### config.mk
export PLATFORM = sky130hd
export DESIGN_NAME = mcx_unit
export DESIGN_NICKNAME = d
export VERILOG_FILES = /design/src/pkg/mcx_pkg.sv /design/src/rtl/mcx_ctrl_regs.sv /design/src/rtl/mcx_unit.sv
export VERILOG_INCLUDE_DIRS = /design/src /design/src/pkg
export SDC_FILE = /design/constraint.sdc
export NUM_CORES = 1
export LEC_CHECK = 0
export BUFFER_PORTS_ARGS = -buffer_cell sky130_fd_sc_hd__buf_2
export CORE_MARGIN = 8
export CORE_UTILIZATION = 40
export CTS_CLUSTER_DIAMETER = 120
export CTS_CLUSTER_SIZE = 12
export DETAILED_ROUTE_END_ITERATION = 10
export GPL_ROUTABILITY_DRIVEN = 1
export PLACE_DENSITY = 0.66
export SLEW_MARGIN = 10
export SYNTH_ARGS = -nofsm -noshare
export SYNTH_HDL_FRONTEND = slang
export SYNTH_SLANG_ARGS = --single-unit
export TNS_END_PERCENT = 10
### constraint.sdc
create_clock -name core_clk -period 36.9 [get_ports core_clk]
set_input_delay 1.845 -clock core_clk [delete_from_list [all_inputs] [get_ports core_clk]]
set_output_delay 1.845 -clock core_clk [all_outputs]
set_load 0.03 [all_outputs]
### src/pkg/mcx_map.svh
`ifndef MCX_MAP_SVH
`define MCX_MAP_SVH

// control register addresses
`define MCX_CR_AMR 5'h00
`define MCX_CR_CSR 5'h01
`define MCX_CR_IFR 5'h02
`define MCX_CR_ISR 5'h02
`define MCX_CR_ICR 5'h03
`define MCX_CR_IER 5'h04
`define MCX_CR_VECTOR_TABLE_BASE 5'h05
`define MCX_CR_IRP 5'h06
`define MCX_CR_NRP 5'h07
`define MCX_CR_PCE 5'h10
`define MCX_CR_FP_ADDER_CFG 5'h12
`define MCX_CR_FP_AUXILIARY_CFG 5'h13
`define MCX_CR_FP_MULTIPLIER_CFG 5'h14

// reserved top six bits of the addressing mode register
`define MCX_AMR_WR_MASK 32'h03FF_FFFF
`define MCX_CR_RESET 32'h0000_0000

// opfields
`define MCX_OPF_COPY_L 7'h02
`define MCX_OPF_COPY_L_LONG 7'h21
`define MCX_OPF_COPY_D 7'h12
`define MCX_OPF_COPY_S 7'h06
`define MCX_OPF_NEG_S 7'h16
`define MCX_OPF_NEG_L 7'h06
`define MCX_OPF_NEG_L_LONG 7'h24
`define MCX_OPF_CTRL_RD 7'h0F
`define MCX_OPF_CTRL_WR 7'h0E

// idle and flag delay counts
`define MCX_NOP_MAX_COUNT 4'h9
`define MCX_FLAG_DELAY_CYCLES 2

`endif

### src/pkg/mcx_pkg.sv
package mcx_pkg;

	typedef enum logic [2:0] {
		first_side_logic_unit = 3'h0,
		second_side_logic_unit = 3'h1,
		first_side_shift_unit = 3'h2,
		second_side_shift_unit = 3'h3,
		first_side_data_unit = 3'h4,
		second_side_data_unit = 3'h5
	} mcx_unit_type;

	typedef enum logic [2:0] {
		mcx_cls_alu_op = 3'h0,
		mcx_cls_ctrl_transfer_op = 3'h1,
		mcx_cls_signed_const_load_op = 3'h2,
		mcx_cls_high_half_const_load_op = 3'h3,
		mcx_cls_low_to_high_const_load_op = 3'h4,
		mcx_cls_nop = 3'h5
	} mcx_class_type;

	typedef enum logic [1:0] {
		mcx_st_run = 2'b00,
		mcx_st_idle = 2'b01
	} mcx_state_type;

endpackage

### src/rtl/mcx_ctrl_regs.sv
`timescale 1ns/1ns
`include "mcx_map.svh"

module mcx_ctrl_regs
	import mcx_pkg::*;
(
	input wire logic core_clk,
	input wire logic sys_rst,
	input wire logic wr_en,
	input wire logic [4:0] wr_addr,
	input wire logic [31:0] wr_data,
	input wire logic [4:0] rd_addr,
	output logic [31:0] rd_data,
	input wire logic [31:0] hw_flag_set,
	input wire logic [31:0] pc_e1,
	output logic [31:0] addressing_mode_cfg,
	output logic [31:0] control_status,
	output logic [31:0] interrupt_flags,
	output logic [31:0] interrupt_enable_mask
);

	logic [31:0] amr_q, csr_q, ifr_q, ier_q, vector_table_base_q, irp_q, nrp_q;
	logic [31:0] fp_adder_cfg_q, fp_auxiliary_cfg_q, fp_multiplier_cfg_q;
	logic [31:0] set_pend_q, clr_pend_q;

	always_ff @(posedge core_clk or posedge sys_rst) begin
		if (sys_rst) begin
			amr_q <= `MCX_CR_RESET;
			csr_q <= `MCX_CR_RESET;
			ier_q <= `MCX_CR_RESET;
			vector_table_base_q <= `MCX_CR_RESET;
			irp_q <= `MCX_CR_RESET;
			nrp_q <= `MCX_CR_RESET;
			fp_adder_cfg_q <= `MCX_CR_RESET;
			fp_auxiliary_cfg_q <= `MCX_CR_RESET;
			fp_multiplier_cfg_q <= `MCX_CR_RESET;
		end else if (wr_en) begin
			case (wr_addr)
				`MCX_CR_AMR: amr_q <= (wr_data & `MCX_AMR_WR_MASK) | (amr_q & ~`MCX_AMR_WR_MASK);
				`MCX_CR_CSR: csr_q <= wr_data;
				`MCX_CR_IER: ier_q <= wr_data;
				`MCX_CR_VECTOR_TABLE_BASE: vector_table_base_q <= wr_data;
				`MCX_CR_IRP: irp_q <= wr_data;
				`MCX_CR_NRP: nrp_q <= wr_data;
				`MCX_CR_FP_ADDER_CFG: fp_adder_cfg_q <= wr_data;
				`MCX_CR_FP_AUXILIARY_CFG: fp_auxiliary_cfg_q <= wr_data;
				`MCX_CR_FP_MULTIPLIER_CFG: fp_multiplier_cfg_q <= wr_data;
				default: begin
				end
			endcase
		end
	end

	// set/clear writes are staged one cycle so a flag read sees them two cycles on
	always_ff @(posedge core_clk or posedge sys_rst) begin
		if (sys_rst) begin
			set_pend_q <= `MCX_CR_RESET;
			clr_pend_q <= `MCX_CR_RESET;
		end else begin
			set_pend_q <= (wr_en && wr_addr == `MCX_CR_ISR) ? wr_data : `MCX_CR_RESET;
			clr_pend_q <= (wr_en && wr_addr == `MCX_CR_ICR) ? wr_data : `MCX_CR_RESET;
		end
	end

	// a set from either source wins over a clear in the same cycle
	always_ff @(posedge core_clk or posedge sys_rst) begin
		if (sys_rst) begin
			ifr_q <= `MCX_CR_RESET;
		end else begin
			ifr_q <= (ifr_q & ~clr_pend_q) | set_pend_q | hw_flag_set;
		end
	end

	always_comb begin
		case (rd_addr)
			`MCX_CR_AMR: rd_data = amr_q & `MCX_AMR_WR_MASK;
			`MCX_CR_CSR: rd_data = csr_q;
			`MCX_CR_IFR: rd_data = ifr_q;
			`MCX_CR_IER: rd_data = ier_q;
			`MCX_CR_VECTOR_TABLE_BASE: rd_data = vector_table_base_q;
			`MCX_CR_IRP: rd_data = irp_q;
			`MCX_CR_NRP: rd_data = nrp_q;
			`MCX_CR_PCE: rd_data = pc_e1;
			`MCX_CR_FP_ADDER_CFG: rd_data = fp_adder_cfg_q;
			`MCX_CR_FP_AUXILIARY_CFG: rd_data = fp_auxiliary_cfg_q;
			`MCX_CR_FP_MULTIPLIER_CFG: rd_data = fp_multiplier_cfg_q;
			default: rd_data = `MCX_CR_RESET;
		endcase
	end

	assign addressing_mode_cfg = amr_q & `MCX_AMR_WR_MASK;
	assign control_status = csr_q;
	assign interrupt_flags = ifr_q;
	assign interrupt_enable_mask = ier_q;

endmodule

### src/rtl/mcx_unit.sv
`timescale 1ns/1ns
`include "mcx_map.svh"

// Summary of operation
// - register copy is computed as zero plus the source, written to destination.
// - register copy opfields per unit: logic 02, logic long 21, data 12, shift 06.
// - control transfers are accepted only on the second-side shift unit.
// - opfield 0F copies the addressed control register into the destination.
// - opfield 0E copies a general source, cross path allowed, into a control register.
// - control registers use 5-bit addresses; 00010 reads flags, writes set flags.
// - set or clear writes appear in a flag read two cycles after the write.
// - the six top bits of the addressing mode register are never written.
// - signed constant load sign-extends 16 bits to 32 on either shift unit.
// - upper-half loads put the immediate in bits 31..16, keeping bits 15..0.
// - negate is zero minus source; opfields shift 16, logic 06, logic long 24.
// - no-op field holds count minus one; empty no-op is 0000; count at most 9.
// - a multicycle no-op ends early when an earlier branch completes.
module mcx_unit
	import mcx_pkg::*;
(
	input wire logic core_clk,
	input wire logic sys_rst,
	input wire logic op_valid,
	input wire mcx_class_type op_class,
	input wire mcx_unit_type op_unit,
	input wire logic [6:0] op_opfield,
	input wire logic op_cond_pass,
	input wire logic [39:0] op_src_data,
	input wire logic [15:0] op_imm,
	input wire logic [3:0] op_nop_field,
	input wire logic [31:0] op_dst_old,
	input wire logic [4:0] op_dst_addr,
	input wire logic [4:0] op_ctrl_addr,
	input wire logic branch_done,
	input wire logic [31:0] hw_flag_set,
	input wire logic [31:0] pc_e1,
	output logic rf_we,
	output logic rf_long,
	output logic [4:0] rf_waddr,
	output logic [39:0] rf_wdata,
	output logic op_illegal,
	output logic nop_busy,
	output logic [31:0] addressing_mode_cfg,
	output logic [31:0] control_status,
	output logic [31:0] interrupt_flags,
	output logic [31:0] interrupt_enable_mask
);

	// unit grouping shared by the pseudo-operation and constant-load decoders below
	function automatic logic is_logic_unit(input mcx_unit_type u);
		is_logic_unit = (u == first_side_logic_unit) || (u == second_side_logic_unit);
	endfunction

	function automatic logic is_shift_unit(input mcx_unit_type u);
		is_shift_unit = (u == first_side_shift_unit) || (u == second_side_shift_unit);
	endfunction

	function automatic logic is_data_unit(input mcx_unit_type u);
		is_data_unit = (u == first_side_data_unit) || (u == second_side_data_unit);
	endfunction

	// the write-only set address shares the flag read address
	function automatic logic ctrl_readable(input logic [4:0] a);
		case (a)
			`MCX_CR_AMR,
			`MCX_CR_CSR,
			`MCX_CR_IFR,
			`MCX_CR_IER,
			`MCX_CR_VECTOR_TABLE_BASE,
			`MCX_CR_IRP,
			`MCX_CR_NRP,
			`MCX_CR_PCE,
			`MCX_CR_FP_ADDER_CFG,
			`MCX_CR_FP_AUXILIARY_CFG,
			`MCX_CR_FP_MULTIPLIER_CFG: ctrl_readable = 1'b1;
			default: ctrl_readable = 1'b0;
		endcase
	endfunction

	// the flag register itself is read-only; only the set and clear addresses reach it
	function automatic logic ctrl_writable(input logic [4:0] a);
		case (a)
			`MCX_CR_AMR,
			`MCX_CR_CSR,
			`MCX_CR_ISR,
			`MCX_CR_ICR,
			`MCX_CR_IER,
			`MCX_CR_VECTOR_TABLE_BASE,
			`MCX_CR_IRP,
			`MCX_CR_NRP,
			`MCX_CR_FP_ADDER_CFG,
			`MCX_CR_FP_AUXILIARY_CFG,
			`MCX_CR_FP_MULTIPLIER_CFG: ctrl_writable = 1'b1;
			default: ctrl_writable = 1'b0;
		endcase
	endfunction

	mcx_state_type state_q;
	mcx_state_type state_d;
	logic [3:0] idle_left_q;
	logic [3:0] idle_left_d;
	logic take;
	logic exec;
	logic is_copy;
	logic is_neg;
	logic is_long;
	logic alu_ok;
	logic ctrl_rd;
	logic ctrl_wr;
	logic ctrl_ok;
	logic const_ok;
	logic nop_ok;
	logic [39:0] src_ext;
	logic [39:0] alu_res;
	logic [39:0] res_d;
	logic we_d;
	logic illegal_d;
	logic [31:0] cr_rd_data;
	logic cr_wr_en;
	logic rf_we_q;
	logic rf_long_q;
	logic op_illegal_q;
	logic [4:0] rf_waddr_q;
	logic [39:0] rf_wdata_q;

	// while a multicycle no-op idles, the issue stage must hold its instruction
	assign take = op_valid && (state_q == mcx_st_run);
	assign exec = take && op_cond_pass;

	// pseudo-operation decode by unit and opfield
	always_comb begin
		is_copy = 1'b0;
		is_neg = 1'b0;
		is_long = 1'b0;
		if (is_logic_unit(op_unit)) begin
			case (op_opfield)
				`MCX_OPF_COPY_L: is_copy = 1'b1;
				`MCX_OPF_COPY_L_LONG: begin
					is_copy = 1'b1;
					is_long = 1'b1;
				end
				`MCX_OPF_NEG_L: is_neg = 1'b1;
				`MCX_OPF_NEG_L_LONG: begin
					is_neg = 1'b1;
					is_long = 1'b1;
				end
				default: begin
				end
			endcase
		end else if (is_shift_unit(op_unit)) begin
			case (op_opfield)
				`MCX_OPF_COPY_S: is_copy = 1'b1;
				`MCX_OPF_NEG_S: is_neg = 1'b1;
				default: begin
				end
			endcase
		end else if (is_data_unit(op_unit)) begin
			case (op_opfield)
				`MCX_OPF_COPY_D: is_copy = 1'b1;
				default: begin
				end
			endcase
		end
	end

	// anything in the alu class that is neither copy nor negate is refused
	assign alu_ok = (op_class == mcx_cls_alu_op) && (is_copy || is_neg);

	// 32-bit operands are sign-extended so one 40-bit adder serves both widths
	assign src_ext = is_long ? op_src_data : {{8{op_src_data[31]}}, op_src_data[31:0]};

	always_comb begin
		if (is_neg) begin
			alu_res = 40'h00_0000_0000 - src_ext;
		end else begin
			alu_res = 40'h00_0000_0000 + src_ext;
		end
		if (!is_long) begin
			alu_res[39:32] = 8'h00;
		end
	end

	// control transfer decode
	always_comb begin
		ctrl_rd = 1'b0;
		ctrl_wr = 1'b0;
		if (op_class == mcx_cls_ctrl_transfer_op && op_unit == second_side_shift_unit) begin
			case (op_opfield)
				`MCX_OPF_CTRL_RD: ctrl_rd = ctrl_readable(op_ctrl_addr);
				`MCX_OPF_CTRL_WR: ctrl_wr = ctrl_writable(op_ctrl_addr);
				default: begin
				end
			endcase
		end
	end

	// a refused transfer neither writes nor reads, but still reports illegal
	assign ctrl_ok = ctrl_rd || ctrl_wr;
	assign cr_wr_en = exec && ctrl_wr;

	// constant loads exist only on the shift units of either side
	assign const_ok = ((op_class == mcx_cls_signed_const_load_op)
		|| (op_class == mcx_cls_high_half_const_load_op)
		|| (op_class == mcx_cls_low_to_high_const_load_op)) && is_shift_unit(op_unit);

	// field values above count nine are refused
	assign nop_ok = (op_class == mcx_cls_nop) && (op_nop_field < `MCX_NOP_MAX_COUNT);

	// result selection, all within one cycle
	always_comb begin
		res_d = 40'h00_0000_0000;
		we_d = 1'b0;
		illegal_d = 1'b0;
		case (op_class)
			mcx_cls_alu_op: begin
				res_d = alu_res;
				we_d = alu_ok;
				illegal_d = !alu_ok;
			end
			mcx_cls_ctrl_transfer_op: begin
				res_d = {8'h00, cr_rd_data};
				we_d = ctrl_rd;
				illegal_d = !ctrl_ok;
			end
			mcx_cls_signed_const_load_op: begin
				res_d = {8'h00, {16{op_imm[15]}}, op_imm};
				we_d = const_ok;
				illegal_d = !const_ok;
			end
			mcx_cls_high_half_const_load_op, mcx_cls_low_to_high_const_load_op: begin
				res_d = {8'h00, op_imm, op_dst_old[15:0]};
				we_d = const_ok;
				illegal_d = !const_ok;
			end
			mcx_cls_nop: begin
				illegal_d = !nop_ok;
			end
			default: begin
				illegal_d = 1'b1;
			end
		endcase
	end

	always_ff @(posedge core_clk or posedge sys_rst) begin
		if (sys_rst) begin
			rf_we_q <= 1'b0;
			rf_long_q <= 1'b0;
		end else begin
			rf_we_q <= exec && we_d;
			rf_long_q <= exec && we_d && is_long && (op_class == mcx_cls_alu_op);
		end
	end

	// address and data hold until the next write so a late reader still sees them
	always_ff @(posedge core_clk or posedge sys_rst) begin
		if (sys_rst) begin
			rf_waddr_q <= 5'h00;
			rf_wdata_q <= 40'h00_0000_0000;
		end else begin
			if (exec && we_d) begin
				rf_waddr_q <= op_dst_addr;
				rf_wdata_q <= res_d;
			end
		end
	end

	// illegal reports even when the condition fails: the encoding itself is bad
	always_ff @(posedge core_clk or posedge sys_rst) begin
		if (sys_rst) begin
			op_illegal_q <= 1'b0;
		end else begin
			op_illegal_q <= take && illegal_d;
		end
	end

	// multicycle no-op: the issue cycle is the first idle cycle
	always_comb begin
		state_d = state_q;
		idle_left_d = idle_left_q;
		case (state_q)
			mcx_st_run: begin
				if (take && nop_ok && op_nop_field != 4'h0 && !branch_done) begin
					state_d = mcx_st_idle;
					idle_left_d = op_nop_field;
				end
			end
			mcx_st_idle: begin
				if (branch_done || idle_left_q == 4'h1) begin
					state_d = mcx_st_run;
					idle_left_d = 4'h0;
				end else begin
					idle_left_d = idle_left_q - 4'h1;
				end
			end
			default: begin
				state_d = mcx_st_run;
				idle_left_d = 4'h0;
			end
		endcase
	end

	// the field holds count minus one, and the issue cycle supplies the missing one
	always_ff @(posedge core_clk or posedge sys_rst) begin
		if (sys_rst) begin
			state_q <= mcx_st_run;
			idle_left_q <= 4'h0;
		end else begin
			state_q <= state_d;
			idle_left_q <= idle_left_d;
		end
	end

	mcx_ctrl_regs u_ctrl_regs (
		.core_clk(core_clk),
		.sys_rst(sys_rst),
		.wr_en(cr_wr_en),
		.wr_addr(op_ctrl_addr),
		.wr_data(op_src_data[31:0]),
		.rd_addr(op_ctrl_addr),
		.rd_data(cr_rd_data),
		.hw_flag_set(hw_flag_set),
		.pc_e1(pc_e1),
		.addressing_mode_cfg(addressing_mode_cfg),
		.control_status(control_status),
		.interrupt_flags(interrupt_flags),
		.interrupt_enable_mask(interrupt_enable_mask)
	);

	assign rf_we = rf_we_q;
	assign rf_long = rf_long_q;
	assign rf_waddr = rf_waddr_q;
	assign rf_wdata = rf_wdata_q;
	assign op_illegal = op_illegal_q;
	// straight from the state flop so the issue stage sees it in the same cycle
	assign nop_busy = (state_q == mcx_st_idle);

endmodule

==> results of run 1 <==
## layout make-up
type / instances / area share, %
multi-input cells: 1161 / 39.7
well taps: 696 / 3.53
repair buffers: 369 / 7.84
clock buffers: 44 / 4.37
clock inverters: 1 / 0.0355
flip-flops and latches: 431 / 43.7
diodes: 6 / 0.0608
inverters: 49 / 0.775
## cells in the mapped netlist (all sizes together) (6+ instances only)
master	n	area [um2]
o21ai	64	320
and3	25	156
xor2	16	140
nor3	28	150
and2	59	369
mux2	285	4190
o2bb2ai	6	52.6
a221oi	14	123
a22o	11	96.3
xnor2	12	105
nand2	108	552
nor3b	6	45.0
nand4	24	150
a222oi	8	80.1
or3	6	37.5
inv	49	184
buf	68	554
a22oi	107	803
dfrtp	431	10800
o31ai	7	52.6
or4	7	52.6
nand3	19	95.1
a31oi	36	225
a21oi	54	270
mux2i	32	320
a2111oi	6	52.6
o22ai	6	37.5
nor4	25	208
nor2	110	413
clkbuf	77	295
nand2b	6	37.5
## power by group
group | switching [mW] | internal [mW]
Clock | 0.185 | 0.205
Combinational | 0.0892 | 0.0327
Sequential | 0.00826 | 0.485
## cell families (layout without fill, tap and decap cells)
family	after synthesis	in the layout	share of synthesized area, %
flip-flops	431	431	50.0
AO/OA/AOI/OAI	353	353	11.2
buffers and inverters	194	463	4.80
XOR/XNOR	28	28	1.14
other	1	12	0.0174
adder cells (fa/ha/maj)	3	3	0.174
AND/OR/NAND/NOR	454	454	11.7
multiplexers	317	317	20.9
## flip-flops by register name, summed over array words and instances (netlist names), 32 cells and up
name	count
rf_wdata	40
u_ctrl_regs.clr_pend_q	32
u_ctrl_regs.control_status	32
u_ctrl_regs.fp_adder_cfg_q	32
u_ctrl_regs.fp_auxiliary_cfg_q	32
u_ctrl_regs.fp_multiplier_cfg_q	32
u_ctrl_regs.interrupt_enable_mask	32
u_ctrl_regs.interrupt_flags	32
u_ctrl_regs.irp_q	32
u_ctrl_regs.nrp_q	32
u_ctrl_regs.set_pend_q	32
u_ctrl_regs.vector_table_base_q	32
## layer usage
| metal | wire length (um) | global-route usage, % | vias up |
|---|---|---|---|
| met1 | 32900 | 33.1 | 8445 |
| met2 | 36100 | 39.7 | 873 |
| met3 | 8620 | 8.37 | 176 |
| li1 | - | - | 6971 |
| met5 | 63 | 0 | - |
| met4 | 3090 | 9.37 | 10 |
## worst paths after layout
path,from,end,slack (ns),cells after the start
setup / recovery,op_opfield[3],rf_wdata[5],31.80,9
hold / removal,u_ctrl_regs.clr_pend_q[25],u_ctrl_regs.interrupt_flags[25],0.42,1
setup reg to reg,state_q[0],rf_wdata[5],33.86,8
hold reg to reg,u_ctrl_regs.clr_pend_q[25],u_ctrl_regs.interrupt_flags[25],0.42,1
max in group asynchronous,sys_rst,u_ctrl_regs.control_status[14],32.87,4
min in group asynchronous,sys_rst,u_ctrl_regs.interrupt_enable_mask[26],1.41,2
==> metrics.txt, run 1 <==
status=finished clean; CTS Buf Count=41; Non-Filler Instances=2,757; worst path cell trace=buf_2, nor4b_1, nand4b_1, o211ai_1, a22oi_1, buf_4, inv_2, o21ai_0, o32a_1; Final Hold Viols=0; CP required=37.36 ns; root buf cell=clkbuf_16; Avg WL per Cell=29.3 um; hold buffers post-CTS=0; IO Pins=361; multi-input logic area=9810 um2; clk buf depth=3; post-synthesis sequential area ratio=50.0%; total core area=53,500 um2; Area Growth Syn to Fin=14.6%; leakage=12.7 nW; Cell variety after synth=72; post-synthesis instance area=21,500 um2; highest net fanout along the worst path=54; setup slack at placement=31.22 ns; DP Area=23,600 um2; yosys warns=0; crit path capture type=flop; number of remaining DRC errors=0; fin nets=2,240; Mapped Cells=1,781; total number of vias=16,500; maximum clock rate=196 MHz; layout cells sized above 1=35.9%; H-tree Lvls=2; IO buf count=338; Sequential cell area=10,800 um2; pin count of the biggest net entering global routing=149; PnR worst setup slack=31.80 ns; DR iter-0 viols=1,648; slowest stage delay, CP=0.91 ns; Setup CP Type=in -> reg; Clock transition at path regs=0.06 ns; Syn Area/Cell=12.1 um2; grt ovf=0; die height=248 um; Final Cycle Share=13.8%; Max VDD drop=28.3 uV; final wirelength=80.8 mm; CTS resizes=0; Post-synth EDFFs=0; Worst Hold Class=reg -> reg; critical path's top delay family=simple AND/OR/NAND/NOR gates; most common cell after layout, fill and taps aside=dfrtp_1; final hold slack=0.415 ns; die width=248 um; Final Critical Period=5.10 ns; routability cong.=0.884; GRT Total Usage=25.6%; first-pass GRT wire length=116 mm; crit path DAT=5.56 ns; Routed Antenna Nets=0; later-pin clock latency in the skew report=0.59 ns; async set or reset register ratio after synthesis=100%; initial antenna violation count=10; RSZ-0062 raised after global routing=false; number of global-route vias before repair=16,900; Slew Limit Fails=0; vias per cell=5.98; final instance area=24,700 um2; Yosys reg bits=431; slew at the pin with the worst max-slew slack=1.42 ns; Site Rows=85; Buf/Inv on CP=3; Tot Pwr=1.01 mW; post-route core utilization=46.2%; clk sinks=431; Top FF cell, synth=dfrtp_1; Rel. slew slack=4.24%; setup violators final=0; Pre-antenna DRT Iters=6; Die Footprint=61,600 um2; placed cells=2,706; Setup Skew=0.0213 ns; Initial Util=40.3%; Filler cells=4,875; Fin Setup TNS=0 ns; half-perimeter wire length after detailed placement=54.6 mm; Critical Path Start Type=primary input; P per Cell Area=40.7 nW/um2; Setup Fix Bufs, Post-CTS=0; critical path's slowest cell=nand4b_1; max cap viols=0; most frequent cells in the layout=431 x dfrtp_1, 338 x buf_2, 260 x mux2_4; CTS tree=yes
No activity file was read; power rests on OpenSTA's default activity.
==> run 2: changes to the inputs <==
--- a/config.mk
+++ b/config.mk
@@ -6,6 +6,7 @@
 export SDC_FILE = /design/constraint.sdc
 export NUM_CORES = 1
 export LEC_CHECK = 0
+export ABC_AREA = 1
 export BUFFER_PORTS_ARGS = -buffer_cell sky130_fd_sc_hd__buf_2
 export CORE_MARGIN = 8
 export CORE_UTILIZATION = 40
@@ -13,7 +14,7 @@
 export CTS_CLUSTER_SIZE = 12
 export DETAILED_ROUTE_END_ITERATION = 10
 export GPL_ROUTABILITY_DRIVEN = 1
-export PLACE_DENSITY = 0.66
+export PLACE_DENSITY = 0.69
 export SLEW_MARGIN = 10
 export SYNTH_ARGS = -nofsm -noshare
 export SYNTH_HDL_FRONTEND = slang
==> constraint.sdc (replaced) <==
create_clock -name core_clk -period 4.4 [get_ports core_clk]
set_input_delay 0.22 -clock core_clk [delete_from_list [all_inputs] [get_ports core_clk]]
set_output_delay 0.22 -clock core_clk [all_outputs]
set_load 0.03 [all_outputs]
==> run 2 against run 1 <==
  * Sequential share of layout area grew 1.4 points
  * Sequential power grew to 8.3 times the previous value
  * Critical path depth rose by 4
  * Utilization rose by 0.85 points
  * Clock-buffer cell count shrank 1
  * Highest routed layer unchanged
  * Synthesized cell count rose by 43%
  * Global-route usage is 2.4 points lower
  * Via count rose by 10%
  * Final cell count increased by 28%
  * Clock skew shrank 0.0052 ns
==> metrics.txt, run 2 <==
number of global-route vias before repair=17,300; Critical Path Start Type=primary input; Int Pwr=5.99 mW; half-perimeter wire length after detailed placement=49.0 mm; highest net fanout along the worst path=47; routability cong.=0.899; Setup Skew=0.0161 ns; die height=242 um; clk buf depth=3; final wirelength=69.5 mm; die width=242 um; top-count cell post-synth=nand2_1; Final Cycle Share=59.6%; number of remaining DRC errors=0; Avg WL per Cell=19.6 um; crit path capture type=flop; later-pin clock latency in the skew report=0.58 ns; IO Pins=361; Final Critical Period=2.62 ns; critical path's slowest cell=nand2_1; status=finished clean; Yosys reg bits=431; Worst Hold Class=in -> reg; Final Hold Viols=0; setup violators final=0; Die Footprint=58,600 um2; Filler cells=5,085; Routed Antenna Nets=0; Non-Filler Instances=3,542; vias per cell=5.12; Post-synth EDFFs=0; DR iter-0 viols=1,625; Sequential cell area=10,800 um2; Clock transition at path regs=0.06 ns; CTS tree=yes; fin nets=3,040; IO buf count=338; clk sinks=431; async set or reset register ratio after synthesis=100%; Site Rows=83; pin count of the biggest net entering global routing=118; Setup Fix Bufs, Post-CTS=0; combinational share of power=10.9%; initial antenna violation count=12; max cap viols=0; most used cell, CP=nand2_1; most instantiated cells after synthesis=792 x nand2_1, 431 x dfrtp_1, 257 x o21ai_1; Mapped Cells=2,543; P per Cell Area=341 nW/um2; Clock Power Share=38.9%; Rel. slew slack=29.2%; layout cells sized above 1=15.9%; RSZ-0062 raised after global routing=false; Net Sw Frac=26.6%; maximum clock rate=382 MHz; slowest stage delay, CP=0.51 ns; H-tree Lvls=2; multi-input logic area=7990 um2; Cell variety after synth=45; Pre-antenna DRT Iters=6; most common cell after layout, fill and taps aside=nand2_1; CTS Buf Count=41; synth top area cells=dfrtp_1 53%, nand2_1 15%, o21ai_1 6.3%; post-synthesis sequential area ratio=52.8%; slew at the pin with the worst max-slew slack=1.06 ns; crit path DAT=3.06 ns; grt ovf=0; post-synth top area share=52.8%; net switching power=2.17 mW; Area Growth Syn to Fin=17.0%; post-route core utilization=47.0%; total number of vias=18,100; most frequent cells in the layout=791 x nand2_1, 431 x dfrtp_1, 338 x buf_2; Synth area leader=dfrtp_1; leakage=12.1 nW; max FFs per register=40; Sequential Power Share=50.2%; root buf cell=clkbuf_16; first-pass GRT wire length=106 mm; Initial Util=40.2%; Setup CP Type=in -> reg; GRT Total Usage=23.2%; post-synthesis instance area=20,400 um2; total core area=50,900 um2; Slew Limit Fails=0; Top FF cell, synth=dfrtp_1; worst path cell trace=buf_2, inv_1, nand2_1, nand2_1, nand2_1, a21oi_1, nand2_1, nand2_2, buf_4, inv_1, buf_4, o21ai_0, nand2_1; Syn Area/Cell=8.04 um2; CP required=4.84 ns; placed cells=3,441; yosys warns=0; Max VDD drop=286 uV
## run 2: cell types whose count changed in the layout (fill, tap and decap cells not counted), sizes merged, moves of 25 or more
cell,previous run,this run
a22oi,107,1
a31oi,36,3
and2,59,1
and3,25,0
dlygate4sd3,0,49
inv,50,204
mux2,285,0
mux2i,32,0
nand2,108,802
nand3,19,114
nor2,110,206
o21ai,64,462
## run 2: timing repair
item	CTS	global route
endpoints found under the hold margin	73	0
hold buffers	49	0
resized for setup	0	0
## run 2: routing by layer
layer / GRT usage (%) / part of all wire, % / up-vias
met4: 9.42 / 4.1 / 8
li1: - / - / 8783
met1: 29.4 / 41 / 8568
met3: 5.25 / 7.2 / 147
met5: 0 / 0.076 / -
met2: 38.1 / 47 / 619
## run 2: cell type report
cell class                 count  share of cell area [%]
antenna                        8                  0.0837
tap                          680                    3.56
clock buffer                  43                    4.41
inverter                     207                    3.26
clock inverter                 1                  0.0680
timing repair buffer         415                    10.2
sequential                   431                    45.1
multi-input combinational   1757                    33.4
## run 2: worst paths after layout
| kind | from | to | slack (ns) | cells after the start |
|---|---|---|---|---|
| worst min-delay path | op_dst_old[10] | rf_wdata[10] | 0.04 | 5 |
| min in group asynchronous | sys_rst | u_ctrl_regs.interrupt_flags[22] | 0.38 | 3 |
| worst min register to register | u_ctrl_regs.clr_pend_q[28] | u_ctrl_regs.interrupt_flags[28] | 0.42 | 1 |
| worst max-delay path | op_class[2] | rf_wdata[22] | 1.78 | 13 |
| max in group asynchronous | sys_rst | rf_waddr[3] | 2.92 | 4 |
| worst max register to register | state_q[0] | u_ctrl_regs.amr_q[15] | 2.07 | 9 |
## run 2: logic make-up (layout without fill, tap and decap cells)
| logic type | after synthesis | after routing | share of synthesized area, % |
|---|---|---|---|
| flops | 431 | 431 | 52.8 |
| simple gates | 1178 | 1178 | 24.2 |
| buf+inv | 360 | 666 | 8.43 |
| compound gates | 567 | 567 | 14.3 |
| xor+xnor | 3 | 3 | 0.129 |
| other cells | 1 | 14 | 0.0183 |
| fa+ha+maj | 3 | 3 | 0.184 |
## run 2: power by group through the flow
| stage | sequential, mW | combinational (mW) | clock [mW] |
|---|---|---|---|
| global route | 4.11 | 0.965 | 3.39 |
| finish | 4.10 | 0.886 | 3.17 |
| global placement | 4.17 | 0.850 | 0 |
| floorplan | 4.33 | 0.360 | 0 |
| detailed placement | 4.17 | 0.855 | 0 |
| CTS | 4.10 | 0.892 | 3.25 |
## run 2: critical path, delay by kind of cell
kind	cells	cell delay, ns
compound gates	2	0.35
simple gates	6	1.37
buf+inv	5	1.08
## run 2: through the flow
stage               power [mW]  setup slack, ns  hold WS (ns)  setup TNS (ns)  cell area [um2]
floorplan                 4.69            -1.64         0.326         -706.57            20500
global placement          5.02             1.34         0.413               0            22300
detailed placement        5.03             1.29         0.410               0            22300
CTS                       8.24             1.88       0.00897               0            23900
global route              8.47             1.51        0.0850               0            23900
finish                    8.16             1.78        0.0378               0            23900
